`config.mk`:
```
export PLATFORM = sky130hd
export DESIGN_NAME = ppsdm_top
export DESIGN_NICKNAME = d
export VERILOG_FILES = /design/src/pkg/ppsdm_pkg.sv /design/src/core/ppsdm_divider.sv /design/src/core/ppsdm_top.sv
export SDC_FILE = /design/constraint.sdc
export NUM_CORES = 2
export LEC_CHECK = 0
export ABC_AREA = 1
export BUFFER_PORTS_ARGS = -buffer_cell sky130_fd_sc_hd__buf_2
export CORE_AREA = 2 2 377 379
export DETAILED_ROUTE_END_ITERATION = 6
export DIE_AREA = 0 0 379 381
export SLEW_MARGIN = 10
export SYNTH_ARGS = -nofsm -noshare
export SYNTH_HDL_FRONTEND = slang
export SYNTH_SLANG_ARGS = --single-unit
```
`constraint.sdc`:
```
create_clock -name CLK_I -period 20.6 [get_ports CLK_I]
set_clock_uncertainty 0.2 [all_clocks]
set_input_delay 1.03 -clock CLK_I [delete_from_list [all_inputs] [get_ports CLK_I]]
set_output_delay 1.03 -clock CLK_I [all_outputs]
set_load 0.02 [all_outputs]
```
`src/pkg/ppsdm_pkg.sv`:
```
// package: constants, register map and types of the pulse probe speed monitor
package ppsdm_pkg;
	// clock and time base
	localparam int CLK_HZ = 20_000_000;
	localparam int MS_PER_S = 1000;
	localparam int TICK_MS = 1;
	localparam int MS_CYCLES = CLK_HZ / MS_PER_S * TICK_MS;
	localparam int SEC_PER_MIN = 60;
	localparam logic [31:0] RPM_NUM = 32'(64'(SEC_PER_MIN) * 64'(CLK_HZ));
	localparam int MAX_PULSE_HZ = 32_000;
	localparam int MIN_PERIOD_CYCLES = CLK_HZ / MAX_PULSE_HZ;
	localparam int DI_COUNT = 6;
	localparam int PROBE_DI = 3;

	// register byte offsets
	localparam logic [7:0] ADR_CTRL = 8'h00;
	localparam logic [7:0] ADR_SRC = 8'h04;
	localparam logic [7:0] ADR_PPR = 8'h08;
	localparam logic [7:0] ADR_MAXT = 8'h0c;
	localparam logic [7:0] ADR_GEAR = 8'h10;
	localparam logic [7:0] ADR_DLY = 8'h14;
	localparam logic [7:0] ADR_DEV = 8'h18;
	localparam logic [7:0] ADR_STAT = 8'h1c;
	localparam logic [7:0] ADR_SPEED = 8'h20;

	// field positions
	localparam int INV_LSB = 0;
	localparam int EDGE_BIT = 4;
	localparam int CFG_LSB = 8;
	localparam int RESP_LSB = 12;
	localparam int SRC_LSB = 0;
	localparam int SPD_SRC_LSB = 16;
	localparam int STAT_ALARM_LSB = 0;
	localparam int STAT_FAULT_LSB = 3;
	localparam int STAT_VALID_BIT = 7;

	// writable bits and reset values
	localparam logic [31:0] CTRL_MASK = 32'h0000_731f;
	localparam logic [31:0] SRC_MASK = 32'h0fff_00ff;
	localparam logic [31:0] HALF_MASK = 32'h0000_ffff;
	localparam logic [31:0] CTRL_RST = 32'h0000_0100;
	localparam logic [31:0] SRC_RST = 32'h0000_0000;
	localparam logic [31:0] PPR_RST = 32'h0000_0001;
	localparam logic [31:0] MAXT_RST = 32'h0000_2710;
	localparam logic [31:0] GEAR_RST = 32'h0000_0100;
	localparam logic [31:0] DLY_RST = 32'h0000_2710;
	localparam logic [31:0] DEV_RST = 32'h0000_0096;

	// selection codes
	localparam logic [7:0] SRC_DI3 = 8'h17;
	localparam logic [11:0] SPD_SRC_PROBE = 12'h24a;
	localparam logic [1:0] CFG_SPEED_LOAD = 2'h2;
	localparam logic [1:0] CFG_OFF = 2'h0;
	localparam logic [2:0] RESP_OFF = 3'h0;
	localparam logic [2:0] RESP_A_LOW = 3'h1;
	localparam logic [2:0] RESP_A_HIGH = 3'h2;
	localparam logic [2:0] RESP_A_BAND = 3'h3;
	localparam logic [2:0] RESP_F_LOW = 3'h4;
	localparam logic [2:0] RESP_F_HIGH = 3'h5;
	localparam logic [2:0] RESP_F_BAND = 3'h6;
	localparam int GEAR_FRAC = 8;

	// measurement state
	typedef enum logic [2:0] {
		MS_IDLE = 3'b001,
		MS_RUN = 3'b010,
		MS_DIV = 3'b100
	} ppsdm_meas_t;
endpackage

```
`src/core/ppsdm_divider.sv`:
```
// sequential restoring divider, one quotient bit per clock
`timescale 1ns/1ps
module ppsdm_divider #(
	parameter int W = 32
) (
	input wire logic clk_i,
	input wire logic rst_b_i,
	input wire logic start_i,
	input wire logic [W-1:0] num_i,
	input wire logic [W-1:0] den_i,
	output logic busy_o,
	output logic done_o,
	output logic [W-1:0] quo_o
);
	logic [W:0] rem_q;
	logic [W-1:0] quo_q;
	logic [W-1:0] den_q;
	logic [7:0] cnt_q;
	logic busy_q;
	logic done_q;
	logic [W:0] rem_sh;
	logic fits;

	generate
		if (W < 2 || W > 64) begin : g_chk
			$error("divider width out of range");
		end
	endgenerate

	// shift in the next numerator bit, subtract when it fits
	assign rem_sh = {rem_q[W-1:0], quo_q[W-1]};
	assign fits = rem_sh >= {1'b0, den_q};

	// iteration; a zero divisor yields all ones, the slowest speed never matters
	always_ff @(posedge clk_i or negedge rst_b_i) begin
		if (!rst_b_i) begin
			rem_q <= '0;
			quo_q <= '0;
			den_q <= '0;
			cnt_q <= 8'h00;
			busy_q <= 1'b0;
			done_q <= 1'b0;
		end else begin
			done_q <= 1'b0;
			if (start_i && !busy_q) begin
				rem_q <= '0;
				quo_q <= num_i;
				den_q <= den_i;
				cnt_q <= 8'(W);
				busy_q <= 1'b1;
			end else if (busy_q) begin
				rem_q <= fits ? rem_sh - {1'b0, den_q} : rem_sh;
				quo_q <= {quo_q[W-2:0], fits};
				cnt_q <= cnt_q - 8'h01;
				if (cnt_q == 8'h01) begin
					busy_q <= 1'b0;
					done_q <= 1'b1;
				end
			end
		end
	end

	assign busy_o = busy_q;
	assign done_o = done_q;
	assign quo_o = quo_q;
endmodule

```
`src/core/ppsdm_top.sv`:
```
// pulse probe speed measurement and speed deviation / load failure monitor
// Operation
// - pulse trains up to 32 kHz are evaluated correctly
// - a pulse measuring unit derives load speed from the selected input
// - probe speed is compared with motor speed; excess deviation triggers a response
// - inversion mask resets to zero; bit 3 inverts input 3 into the probe
// - probe source selector resets to 0; value 23 selects input 3
// - edge select resets to 0; 0 times rising, 1 times falling edges
// - pulses per revolution, default 1, scales the speed conversion
// - no new pulse within max measuring time, default 10 s, forces speed zero
// - each qualifying edge restarts the max measuring timeout
// - measured speed times gear factor, default 1, is the readable speed
// - response 0 off, 1-3 alarms low/high/band, 4-6 matching faults
// - a monitor delay, default 10 s, precedes acting on evaluation results
// - speed deviation monitoring runs only when monitor config equals 2
// - monitored speed source resets to 0; 586 selects the probe speed
// - deviations up to allowed deviation, default 150 rpm, are accepted
// - input low longer than delay while motor on raises load failure fault
`timescale 1ns/1ps
module ppsdm_top #(
	parameter int MS_CYCLES = ppsdm_pkg::MS_CYCLES,
	parameter int DI_COUNT = ppsdm_pkg::DI_COUNT
) (
	input wire logic CLK_I,
	input wire logic RST_B_I,
	input wire logic CYC_I,
	input wire logic STB_I,
	input wire logic WE_I,
	input wire logic [7:0] ADR_I,
	input wire logic [31:0] DAT_I,
	input wire logic [3:0] SEL_I,
	output logic [31:0] DAT_O,
	output logic ACK_O,
	input wire logic [DI_COUNT-1:0] DI_I,
	input wire logic signed [15:0] MOTOR_SPEED_ACTUAL_I,
	input wire logic MOTOR_ON_I,
	output logic [15:0] PROBE_SPEED_OUT_O,
	output logic ALARM_SPEED_LOW_O,
	output logic ALARM_SPEED_HIGH_O,
	output logic ALARM_SPEED_OUT_OF_BAND_O,
	output logic FAULT_SPEED_LOW_O,
	output logic FAULT_SPEED_HIGH_O,
	output logic FAULT_SPEED_OUT_OF_BAND_O,
	output logic LOAD_FAILURE_FAULT_O
);
	generate
		if (DI_COUNT <= ppsdm_pkg::PROBE_DI || MS_CYCLES < 1) begin : g_chk
			$error("need digital input 3 and a tick of at least one cycle");
		end
		// divider latency must stay below the shortest pulse period
		if (34 >= ppsdm_pkg::MIN_PERIOD_CYCLES) begin : g_rate
			$error("divider too slow for the highest pulse rate");
		end
	endgenerate

	// byte-lane merge, shared by every writable register
	function automatic logic [31:0] merge(input logic [31:0] old, input logic [31:0] nw,
			input logic [3:0] sel, input logic [31:0] msk);
		logic [31:0] r;
		r = old;
		for (int b = 0; b < 4; b++) begin
			if (sel[b]) begin
				r[b*8 +: 8] = nw[b*8 +: 8];
			end
		end
		return r & msk;
	endfunction

	logic ack_q;
	logic [31:0] ctrl_q, src_q, ppr_q, maxt_q, gear_q, dly_q, dev_q;
	logic [31:0] tick_cnt_q;
	logic probe_prev_q;
	ppsdm_pkg::ppsdm_meas_t state_q, state_d;
	logic [31:0] per_q;
	logic [31:0] meas_ms_q;
	logic [15:0] probe_speed_q;
	logic [2:0] alarm_q;
	logic [3:0] fault_q;
	logic [31:0] dly_cnt_q [2];
	logic [1:0] trip;
	logic [1:0] cond;
	logic div_busy, div_done;
	logic [31:0] div_quo;

	// one-millisecond enable; a timer's first tick may be partial
	wire tick = tick_cnt_q == 32'(MS_CYCLES - 1);
	always_ff @(posedge CLK_I or negedge RST_B_I) begin
		if (!RST_B_I) tick_cnt_q <= 32'h0000_0000;
		else tick_cnt_q <= tick ? 32'h0000_0000 : tick_cnt_q + 32'h0000_0001;
	end

	// bus decode: a write lands at the edge where the master samples ack high,
	// so a request withdrawn before its ack never touches a register
	wire wb_req = CYC_I & STB_I & ~ack_q;
	wire wb_wr = CYC_I & STB_I & ack_q & WE_I;
	wire wr_ctrl = wb_wr && ADR_I == ppsdm_pkg::ADR_CTRL;
	wire wr_src = wb_wr && ADR_I == ppsdm_pkg::ADR_SRC;
	wire wr_ppr = wb_wr && ADR_I == ppsdm_pkg::ADR_PPR;
	wire wr_maxt = wb_wr && ADR_I == ppsdm_pkg::ADR_MAXT;
	wire wr_gear = wb_wr && ADR_I == ppsdm_pkg::ADR_GEAR;
	wire wr_dly = wb_wr && ADR_I == ppsdm_pkg::ADR_DLY;
	wire wr_dev = wb_wr && ADR_I == ppsdm_pkg::ADR_DEV;
	wire wr_stat = wb_wr && ADR_I == ppsdm_pkg::ADR_STAT;

	// configuration registers
	always_ff @(posedge CLK_I or negedge RST_B_I) begin
		if (!RST_B_I) begin
			ctrl_q <= ppsdm_pkg::CTRL_RST;
			src_q <= ppsdm_pkg::SRC_RST;
			ppr_q <= ppsdm_pkg::PPR_RST;
			maxt_q <= ppsdm_pkg::MAXT_RST;
			gear_q <= ppsdm_pkg::GEAR_RST;
			dly_q <= ppsdm_pkg::DLY_RST;
			dev_q <= ppsdm_pkg::DEV_RST;
		end else begin
			if (wr_ctrl) ctrl_q <= merge(ctrl_q, DAT_I, SEL_I, ppsdm_pkg::CTRL_MASK);
			if (wr_src) src_q <= merge(src_q, DAT_I, SEL_I, ppsdm_pkg::SRC_MASK);
			if (wr_ppr) ppr_q <= merge(ppr_q, DAT_I, SEL_I, ppsdm_pkg::HALF_MASK);
			if (wr_maxt) maxt_q <= merge(maxt_q, DAT_I, SEL_I, '1);
			if (wr_gear) gear_q <= merge(gear_q, DAT_I, SEL_I, ppsdm_pkg::HALF_MASK);
			if (wr_dly) dly_q <= merge(dly_q, DAT_I, SEL_I, '1);
			if (wr_dev) dev_q <= merge(dev_q, DAT_I, SEL_I, ppsdm_pkg::HALF_MASK);
		end
	end

	// field views
	wire [3:0] inv_mask = ctrl_q[ppsdm_pkg::INV_LSB +: 4];
	wire edge_sel = ctrl_q[ppsdm_pkg::EDGE_BIT];
	wire [1:0] cfg = ctrl_q[ppsdm_pkg::CFG_LSB +: 2];
	wire [2:0] resp = ctrl_q[ppsdm_pkg::RESP_LSB +: 3];
	wire [7:0] in_src = src_q[ppsdm_pkg::SRC_LSB +: 8];
	wire [11:0] spd_src = src_q[ppsdm_pkg::SPD_SRC_LSB +: 12];

	// probe input: only input 3 can feed the measuring unit
	wire di3_inv = DI_I[ppsdm_pkg::PROBE_DI] ^ inv_mask[ppsdm_pkg::PROBE_DI];
	wire probe_sig = (in_src == ppsdm_pkg::SRC_DI3) ? di3_inv : 1'b0;
	wire qual_edge = edge_sel ? (probe_prev_q & ~probe_sig) : (~probe_prev_q & probe_sig);
	wire in_idle = state_q == ppsdm_pkg::MS_IDLE;
	wire timeout = ~in_idle & ~qual_edge & (meas_ms_q >= maxt_q);
	wire div_start = (state_q == ppsdm_pkg::MS_RUN) & qual_edge;

	// measurement sequence; an edge while dividing is dropped, safe since
	// the divider ends far inside the shortest 32 kHz period
	always_comb begin
		state_d = state_q;
		case (state_q)
			ppsdm_pkg::MS_IDLE: if (qual_edge) state_d = ppsdm_pkg::MS_RUN;
			ppsdm_pkg::MS_RUN: begin
				if (timeout) state_d = ppsdm_pkg::MS_IDLE;
				else if (qual_edge) state_d = ppsdm_pkg::MS_DIV;
			end
			ppsdm_pkg::MS_DIV: begin
				if (timeout) state_d = ppsdm_pkg::MS_IDLE;
				else if (div_done) state_d = ppsdm_pkg::MS_RUN;
			end
			default: state_d = ppsdm_pkg::MS_IDLE;
		endcase
	end

	// period in cycles and timeout in ms, both restart on a qualifying edge
	always_ff @(posedge CLK_I or negedge RST_B_I) begin
		if (!RST_B_I) begin
			state_q <= ppsdm_pkg::MS_IDLE;
			probe_prev_q <= 1'b0;
			per_q <= 32'h0000_0001;
			meas_ms_q <= 32'h0000_0000;
		end else begin
			state_q <= state_d;
			probe_prev_q <= probe_sig;
			if (qual_edge) per_q <= 32'h0000_0001;
			else if (per_q != 32'hffff_ffff) per_q <= per_q + 32'h0000_0001;
			if (qual_edge || in_idle) meas_ms_q <= 32'h0000_0000;
			else if (tick && meas_ms_q != 32'hffff_ffff) meas_ms_q <= meas_ms_q + 32'h0000_0001;
		end
	end

	// rpm = 60 * f_clk / (period_cycles * ppr), divisor saturates
	wire [15:0] ppr_eff = (ppr_q[15:0] == 16'h0000) ? 16'h0001 : ppr_q[15:0];
	wire [47:0] den_full = {16'h0000, per_q} * {32'h0000_0000, ppr_eff};
	wire [31:0] den = (|den_full[47:32]) ? 32'hffff_ffff : den_full[31:0];

	ppsdm_divider #(
		.W(32)
	) u_div (
		.clk_i(CLK_I),
		.rst_b_i(RST_B_I),
		.start_i(div_start),
		.num_i(ppsdm_pkg::RPM_NUM),
		.den_i(den),
		.busy_o(div_busy),
		.done_o(div_done),
		.quo_o(div_quo)
	);

	// gear factor is unsigned 8.8 fixed point; results clip at full scale
	wire [15:0] rpm16 = (|div_quo[31:16]) ? 16'hffff : div_quo[15:0];
	wire [31:0] geared = {16'h0000, rpm16} * {16'h0000, gear_q[15:0]};
	wire [15:0] scaled = (|geared[31:24]) ? 16'hffff : geared[23:8];

	always_ff @(posedge CLK_I or negedge RST_B_I) begin
		if (!RST_B_I) probe_speed_q <= 16'h0000;
		else if (timeout) probe_speed_q <= 16'h0000;
		else if (div_done && state_q == ppsdm_pkg::MS_DIV) probe_speed_q <= scaled;
	end

	// deviation test in 18-bit signed, wide enough for all sums
	wire [15:0] mon_speed = (spd_src == ppsdm_pkg::SPD_SRC_PROBE) ? probe_speed_q : 16'h0000;
	wire signed [17:0] mon_s = $signed({2'b00, mon_speed});
	wire signed [17:0] mot_s = $signed({{2{MOTOR_SPEED_ACTUAL_I[15]}}, MOTOR_SPEED_ACTUAL_I});
	wire signed [17:0] dev_s = $signed({2'b00, dev_q[15:0]});
	wire too_low = mon_s < (mot_s - dev_s);
	wire too_high = mon_s > (mot_s + dev_s);

	// response kind: bit0 low, bit1 high, bit2 band
	wire [2:0] kind = {resp == ppsdm_pkg::RESP_A_BAND || resp == ppsdm_pkg::RESP_F_BAND,
		resp == ppsdm_pkg::RESP_A_HIGH || resp == ppsdm_pkg::RESP_F_HIGH,
		resp == ppsdm_pkg::RESP_A_LOW || resp == ppsdm_pkg::RESP_F_LOW};
	wire is_fault = resp >= ppsdm_pkg::RESP_F_LOW;
	wire mon_en = (cfg == ppsdm_pkg::CFG_SPEED_LOAD) && (|kind);
	wire kind_hit = (kind[0] & too_low) | (kind[1] & too_high) | (kind[2] & (too_low | too_high));
	assign cond[0] = mon_en & kind_hit;
	assign cond[1] = (cfg != ppsdm_pkg::CFG_OFF) & MOTOR_ON_I & ~probe_sig;

	// persistence timers, one per monitored condition
	genvar gi;
	generate
		for (gi = 0; gi < 2; gi++) begin : g_dly
			assign trip[gi] = cond[gi] && dly_cnt_q[gi] >= dly_q;
			always_ff @(posedge CLK_I or negedge RST_B_I) begin
				if (!RST_B_I) dly_cnt_q[gi] <= 32'h0000_0000;
				else if (!cond[gi]) dly_cnt_q[gi] <= 32'h0000_0000;
				else if (tick && dly_cnt_q[gi] != 32'hffff_ffff)
					dly_cnt_q[gi] <= dly_cnt_q[gi] + 32'h0000_0001;
			end
		end
	endgenerate

	// alarms follow the tripped state; faults latch until written with one
	wire [3:0] fault_set = {trip[1], (trip[0] & is_fault) ? kind : 3'h0};
	wire [31:0] clr_word = merge(32'h0000_0000, DAT_I, SEL_I, '1);
	wire [3:0] fault_clr = wr_stat ? clr_word[ppsdm_pkg::STAT_FAULT_LSB +: 4] : 4'h0;
	always_ff @(posedge CLK_I or negedge RST_B_I) begin
		if (!RST_B_I) begin
			alarm_q <= 3'h0;
			fault_q <= 4'h0;
		end else begin
			alarm_q <= (trip[0] & ~is_fault) ? kind : 3'h0;
			fault_q <= fault_set | (fault_q & ~fault_clr);
		end
	end

	// read data and acknowledge; unmapped reads return zero
	wire [31:0] stat_word = {24'h00_0000, ~in_idle, fault_q, alarm_q};
	wire [31:0] rd_data =
		(ADR_I == ppsdm_pkg::ADR_CTRL) ? ctrl_q :
		(ADR_I == ppsdm_pkg::ADR_SRC) ? src_q :
		(ADR_I == ppsdm_pkg::ADR_PPR) ? ppr_q :
		(ADR_I == ppsdm_pkg::ADR_MAXT) ? maxt_q :
		(ADR_I == ppsdm_pkg::ADR_GEAR) ? gear_q :
		(ADR_I == ppsdm_pkg::ADR_DLY) ? dly_q :
		(ADR_I == ppsdm_pkg::ADR_DEV) ? dev_q :
		(ADR_I == ppsdm_pkg::ADR_STAT) ? stat_word :
		(ADR_I == ppsdm_pkg::ADR_SPEED) ? {16'h0000, probe_speed_q} : 32'h0000_0000;
	always_ff @(posedge CLK_I or negedge RST_B_I) begin
		if (!RST_B_I) begin
			ack_q <= 1'b0;
			DAT_O <= 32'h0000_0000;
		end else begin
			ack_q <= wb_req;
			if (wb_req && !WE_I) DAT_O <= rd_data;
		end
	end

	assign ACK_O = ack_q;
	assign PROBE_SPEED_OUT_O = probe_speed_q;
	assign ALARM_SPEED_LOW_O = alarm_q[0];
	assign ALARM_SPEED_HIGH_O = alarm_q[1];
	assign ALARM_SPEED_OUT_OF_BAND_O = alarm_q[2];
	assign FAULT_SPEED_LOW_O = fault_q[0];
	assign FAULT_SPEED_HIGH_O = fault_q[1];
	assign FAULT_SPEED_OUT_OF_BAND_O = fault_q[2];
	assign LOAD_FAILURE_FAULT_O = fault_q[3];
endmodule

```
# --- Yosys cells after proc, flatten, opt, wreduce, memory -nomap -nowiden ---
# Cells that the tools add are included.
totals:
  regBits: 468
  input_bits: 72
  out_inout_bits: 56
classes:
  add_sub_neg: 9
  mul: 2
  magnitude_cmp: 7
  n_eq_ne: 31
  n_mux: 50
  bitwise_logic: 30
  reduce_logical: 54
ops:
  columns: ["op", "count"]
  rows:
  - ["32-bit two-way mux", 21]
  - ["32-bit by 1-bit adder with 32-bit output, second input constant", 5]
  - ["16-bit two-way mux", 9]
  - ["32-bit inequality test, second input constant", 4]
  - ["32-bit >= comparator", 3]
  - ["32-bit by 16-bit multiplier with 48-bit output", 1]
  - ["8-bit by 5-bit == test with 1-bit output, second input constant", 5]
  - ["2-bit AND reduction", 19]
  - ["33-bit by 32-bit >= comparator with 1-bit output", 1]
  - ["32-bit by 15-bit == test with 1-bit output, second input constant", 1]
  - ["16-bit by 16-bit multiplier with 32-bit output", 1]
  - ["16-bit OR reduction", 2]
  - ["32-bit subtractor", 1]
  - ["3-bit two-way mux", 7]
  - ["16-bit by 17-bit adder with 18-bit output", 1]
  - ["17-bit by 18-bit > comparator with 1-bit output", 1]
  - ["17-bit by 18-bit < comparator with 1-bit output", 1]
  - ["16-bit by 17-bit subtractor with 18-bit output", 1]
  - ["1-bit AND", 17]
  - ["1-bit logical AND", 17]
  - ["8-bit by 4-bit == test with 1-bit output, second input constant", 2]
  - ["16-bit zero test", 1]
  - ["8-bit two-way mux", 2]
  - ["12-bit by 10-bit == test with 1-bit output, second input constant", 1]
  - ["30 further kinds", 59]

# --- Depth between registers and ports, before layout ---
logic_depth:
  depth_word: 11
  mapped_depth: 39
  depth_no_buf: 37

# --- Cells and area by module ---
# Synthesis repeated with hierarchy kept, for this count alone.
hier_totals:
  cells_unflattened: 7697
  hier_area_um2: 56593.0
modules_own_cells:
  columns: ["mod", "n_inst", "cells_each", "area_each_um2"]
  rows:
  - ["ppsdm_top", 1, 6611, 49338.6]
  - ["ppsdm_divider", 1, 1086, 7254.5]

# --- Worst setup path after synthesis ---
# No wires, ideal clock.
synth_timing:
  path_kind: "register -> register"
  startpoint: "reg u_div.quo_q[16] (netlist: u_div.quo_o[16])"
  endpoint: "reg probe_speed_q[10] (netlist: PROBE_SPEED_OUT_O[10])"
  setup_time_ns: 0.117
  t_arrival_ns: 6.332
  required_time_ns: 20.283
  slack_ns: 13.951
  path_stages_with_launch: 36
  path_buffers: 3
  period_less_slack_ns: 6.649
  cell_sequence: "dfrtp_1 > nor2_1 > nand2_1 > nor2_4 > nand2_1 > inv_1 > clkbuf_1 > nand2_1 > clkbuf_1 > nand2_1 > fa_1 > inv_1 > fa_1 > inv_1 > fa_1 > inv_1 > fa_1 > inv_1 > fa_1 > inv_1 > fa_1 > ha_1 > a21oi_1 > o21ai_0 > a21oi_1 > o21ai_0 > nor2_1 > nand2_1 > nand2_1 > nand2_1 > nand4_1 > nor2_4 > buf_4 > nand3_1 > nand2_1 > nand2_1"
synth_between:
  elab_chain_cells: 7
synth_lines:
  columns: ["item", "line_no", "rtl"]
  rows:
  - ["start, declared", "ppsdm_divider.sv:16", "logic [W-1:0] quo_q;"]
  - ["start signal, assigned", "ppsdm_divider.sv:47", "quo_q <= num_i;"]
  - ["start signal, assigned", "ppsdm_divider.sv:53", "quo_q <= {quo_q[W-2:0], fits};"]
  - ["16-bit OR reduction (*)", "ppsdm_top.sv:196", "wire [15:0] rpm16 = (|div_quo[31:16]) ? 16'hffff : div_quo[15:0];"]
  - ["16-bit two-way mux (*)", "ppsdm_top.sv:196", null]
  - ["16-bit by 16-bit multiplier with 32-bit output (*)", "ppsdm_top.sv:197", "wire [31:0] geared = {16'h0000, rpm16} * {16'h0000, gear_q[15:0]};"]
  - ["8-bit OR reduction", "ppsdm_top.sv:198", "wire [15:0] scaled = (|geared[31:24]) ? 16'hffff : geared[23:8];"]
  - ["16-bit two-way mux (*)", "ppsdm_top.sv:198", null]
  - ["16-bit two-way mux (*)", "ppsdm_top.sv:203", "else if (div_done && state_q == ppsdm_pkg::MS_DIV) probe_speed_q <= scaled;"]
  - ["16-bit two-way mux (*)", "ppsdm_top.sv:202", "else if (timeout) probe_speed_q <= 16'h0000;"]
  - ["end signal, assigned", "ppsdm_top.sv:203", null]
  - ["end, declared", "ppsdm_top.sv:76", "logic [15:0] probe_speed_q;"]
# Mark *: on every way between the ends. The rest lies on a longest branch, timed or not. The select of a mux whose other input is x is not followed.
# A chain may end at the register's enable or synchronous reset.

# --- Worst setup path after layout ---
layout_timing:
  startpoint: "reg per_q[19]"
  endpoint: "reg u_div.den_q[20]"
layout_between:
  elab_chain_cells: 3
layout_lines:
  columns: ["item", "line_no", "rtl"]
  rows:
  - ["start, declared", "ppsdm_top.sv:74", "logic [31:0] per_q;"]
  - ["start signal, assigned", "ppsdm_top.sv:171", "else if (per_q != 32'hffff_ffff) per_q <= per_q + 32'h0000_0001;"]
  - ["32-bit by 16-bit multiplier with 48-bit output (*)", "ppsdm_top.sv:179", "wire [47:0] den_full = {16'h0000, per_q} * {32'h0000_0000, ppr_eff};"]
  - ["16-bit OR reduction", "ppsdm_top.sv:180", "wire [31:0] den = (|den_full[47:32]) ? 32'hffff_ffff : den_full[31:0];"]
  - ["32-bit two-way mux (*)", "ppsdm_top.sv:180", null]
  - ["end signal, assigned", "ppsdm_divider.sv:48", "den_q <= den_i;"]
  - ["end, declared", "ppsdm_divider.sv:17", "logic [W-1:0] den_q;"]
# Mark *: on every way between the ends. The rest lies on a longest branch, timed or not.

==> flow_summary_export.csv <==
group,metric,value,unit
place,hpwl,128000,um
power_and_ir_drop,p_int,1560,uW
clock_network,post-cts-setup-buffers,0,
setup_path,path_common_cell,"fa_1",
setup_path,cp_slowest_stage_delay,1.01,ns
layout,drive_gt1_share,5.57,%
route,wirelength,166000,um
sta,max_slew.worst_pin.slew,1.09,ns
die,core,0.141,mm^2
global_route,grt_use_total,23.2,%
global_route,grt_first_pass_wirelength,267000,um
die,die_width,379,um
sta,finalSetupTns,0,ns
global_route,grt_max_degree,116,
setup_path,crit_type,"register to register",
clock_network,cts_resized,0,
setup_path,crit_fanout,32,
yosys,netlist-cell-type-count,71,
layout,fin_util,42.6,%
layout,nNetsFinal,8498,
sta,timing.final.crit_period,8.17,ns
route,first_iter_violations,3659,
setup_path,critical-path-slowest-cell,"dfrtp_1",
route,num_vias,47967,
yosys,synth.net_count,8560,
place,placed_area,0.0579,mm^2
yosys,synth-edff-count,0,
route,firstDrtPassIters,6,
die,die-area,0.144,mm^2
yosys,synthCells,7454,
power_and_ir_drop,combPwrFrac,4.3,%
place,gp_congestion,0.953,
route,wire_per_inst,17.7,um
route,final_antenna_net_count,0,
power_and_ir_drop,switching_share,24.6,%
power_and_ir_drop,pwr-share-seq,44.7,%
power_and_ir_drop,p_clk_share,51.0,%
die,rows,138,
clock_network,cts_tree,"built",
clock_network,cts_buffers,55,
yosys,ys_seq_area_share,21.0,%
route,drc,0,
die,io_pins,128,
clock_network,clkSinkCount,468,
place,portBuffers,122,
power_and_ir_drop,powerDensity,34.6,mW/mm^2
clock_network,cts_root_buffer,"clkbuf_16",
clock_network,insertion_delay,0.69,ns
run,max-cap-violations,0,
yosys,synth_warnings,0,
route,viasPerCell,5.14,
power_and_ir_drop,p_sw,509,uW
die,start_util,39.7,%
yosys,syn_area_per_cell,7.48,um^2
yosys,netlist_area,0.0558,mm^2
sta,timing.final.hold_violations,0,
sta,rsz0062_at_grt,"false",
sta,slew_violations,0,
die,die_h,381,um
yosys,async_reset_ff_share,100,%
run_status,status,"complete, no violations",
yosys,ys_ff_latch,468,
setup_path,worst-endpoint-arrival,8.51,ns
setup_path,endpoint_kind,"register",
global_route,gr-total-overflow,0,
clock_network,cts_max_level,2,
power_and_ir_drop,p_leak,0.0313,uW
sta,fin_crit_sh,39.7,%
clock_network,path_clk_slew,0.07,ns
global_route,grt_pass1_vias,47762,
power_and_ir_drop,max-vdd-ir-drop,0.0635,mV
clock_network,clockBufferDepth,3,
min_path,hp-class,"input pin to async pin",
clock_network,holdBufCountCts,0,
sta,max_slew_margin,26.8,%
layout,syn_to_final_growth,7.26,%
yosys,ys.flop_type,"dfrtp_1",
sta,timing.final.setup_violations,0,
layout,postLayoutCellArea,0.0598,mm^2
setup_path,critical_path_required,20.94,ns
setup_path,crit_chain,"nand2_1, fa_1, fa_1, fa_1, inv_1, fa_1, fa_1, inv_1, fa_1, inv_1, ha_1, a21oi_1, o21ai_0, a21oi_1, nand3_1, nand3_1, nand2_1, xor2_1, nand3b_1, nor2_4, nand3_2, nand2_1, inv_1",
setup_path,critPathLaunchType,"register",
global_route,antenna_found_initial,6,
sta,fmax,122,MHz
-- Yosys cell counts, types with 92 or more instances --
cell type / n / area share (%)
inv_1: 1704 / 11
o21ai_0: 367 / 3.3
nor2_1: 418 / 2.8
clkbuf_1: 202 / 1.4
nor3_1: 123 / 1.1
fa_1: 614 / 22
dfrtp_1: 449 / 20
nand3_1: 269 / 2.4
nand2_1: 1751 / 12
xor2_1: 92 / 1.4
ha_1: 420 / 9.4
a21oi_1: 358 / 3.2
-- cell type report --
cell class              instances  area (um^2)
clock buffers                  79         1590
clock inverters                24          363
flip-flops and latches        468        11700
multi-input cells            4979        36400
inverters                    1724         6470
fillers                     14430        80700
diodes                          2         5.00
well taps                    1890         2360
repair buffers                164          936
-- worst max-delay path: cells and delay by family (launching register included) --
family	cells	cell delay, ns
AO/OA/AOI/OAI	3	0.83
adder cells (fa/ha/maj)	7	3.55
flip-flops	1	1.01
AND/OR/NAND/NOR	8	2.06
XOR/XNOR	1	0.14
buffers and inverters	4	0.20
-- final timing paths --
check,from,slack (ns),cells past startpoint,endpoint
max,per_q[19]$_DFFE_PN0P_,12.43,23,u_div.den_q[20]$_DFFE_PN0P_
min,RST_B_I,0.18,1,PROBE_SPEED_OUT_O[15]$_DFFE_PN0P_
max reg2reg,per_q[19]$_DFFE_PN0P_,12.43,23,u_div.den_q[20]$_DFFE_PN0P_
min reg2reg,DAT_O[30]$_DFFE_PN0P_,0.28,2,DAT_O[30]$_DFFE_PN0P_
max in group asynchronous,RST_B_I,16.81,4,per_q[8]$_DFFE_PN0P_
min in group CLK_I,DAT_O[30]$_DFFE_PN0P_,0.28,2,DAT_O[30]$_DFFE_PN0P_
-- registers in the layout (all words and copies together), names as in the netlist, 3 cells and up --
| name | cells |
|---|---|
| ppr_q | 16 |
| per_q | 32 |
| PROBE_SPEED_OUT_O | 16 |
| DAT_O | 32 |
| fault_q | 4 |
| ctrl_q | 10 |
| tick_cnt_q | 32 |
| maxt_q | 32 |
| gear_q | 16 |
| alarm_q | 3 |
| u_div.rem_q | 32 |
| u_div.cnt_q | 8 |
| dly_q | 32 |
| u_div.quo_o | 32 |
| meas_ms_q | 32 |
| u_div.den_q | 32 |
| dly_cnt_q | 64 |
| dev_q | 16 |
| src_q | 20 |
| state_q | 3 |
-- power by group through the flow --
stage          clock [uW]  sequential [uW]  combinational, uW
3_5_place_dp            0              941               90.1
5_1_grt              1120              924                100
2_1_floorplan           0              943               37.4
6_report             1060              925               89.5
3_3_place_gp            0              941               90.0
4_1_cts              1080              924               90.9
-- routing by layer --
| layer | vias to the layer above | part of all wire, % | GRT usage, % |
|---|---|---|---|
| li1 | 22729 | - | - |
| met1 | 23590 | 44 | 32.2 |
| met2 | 1411 | 47 | 38.2 |
| met3 | 235 | 5.6 | 2.12 |
| met4 | 2 | 3.3 | 7.33 |
| met5 | - | 0.0079 | 0 |
-- cell families (layout without fill, tap and decap cells) --
| family | Yosys count | in the layout | synth area share (%) |
|---|---|---|---|
| adder cells (fa/ha/maj) | 1034 | 1034 | 31.5 |
| flip-flops | 468 | 468 | 21.0 |
| buffers and inverters | 2007 | 1991 | 13.8 |
| other | 0 | 2 | 0 |
| XOR/XNOR | 145 | 145 | 2.28 |
| AO/OA/AOI/OAI | 991 | 991 | 10.0 |
| AND/OR/NAND/NOR | 2809 | 2809 | 21.4 |
-- cell usage in the layout, fill, tap and decap left out, types with 13 or more instances in the layout --
cell type and count:
o21ai_1 26, clkbuf_16 55, inv_1 1704, buf_2 121
o21ai_0 367, ha_1 420, nand3_2 38, dfstp_2 19
fa_1 614, o21a_1 26, nor4_1 38, buf_4 42
inv_2 16, a31oi_1 29, nand3_1 269, o21bai_1 21
xnor2_1 53, nor2_1 417, xor2_1 92, nand2_2 16
o31ai_1 14, nand4_1 77, o211ai_1 14, a21oi_1 358
nand2_1 1751, a211oi_1 18, o2111ai_1 13, nor3_1 122
dfrtp_1 449, or2_2 22, o22ai_1 43
-- per-stage QoR --
step                hold WS, ns  worst slack [ns]  std cells  total power [uW]
global placement          0.265             12.53       9225              1030
detailed placement        0.270             12.45       9225              1030
global route              0.265             12.02       9329              2140
CTS                       0.250             12.42       9328              2090
finish                    0.178             12.43       9330              2070
floorplan                 0.253             13.95       7454               981
No activity file was read; power rests on OpenSTA's default activity.
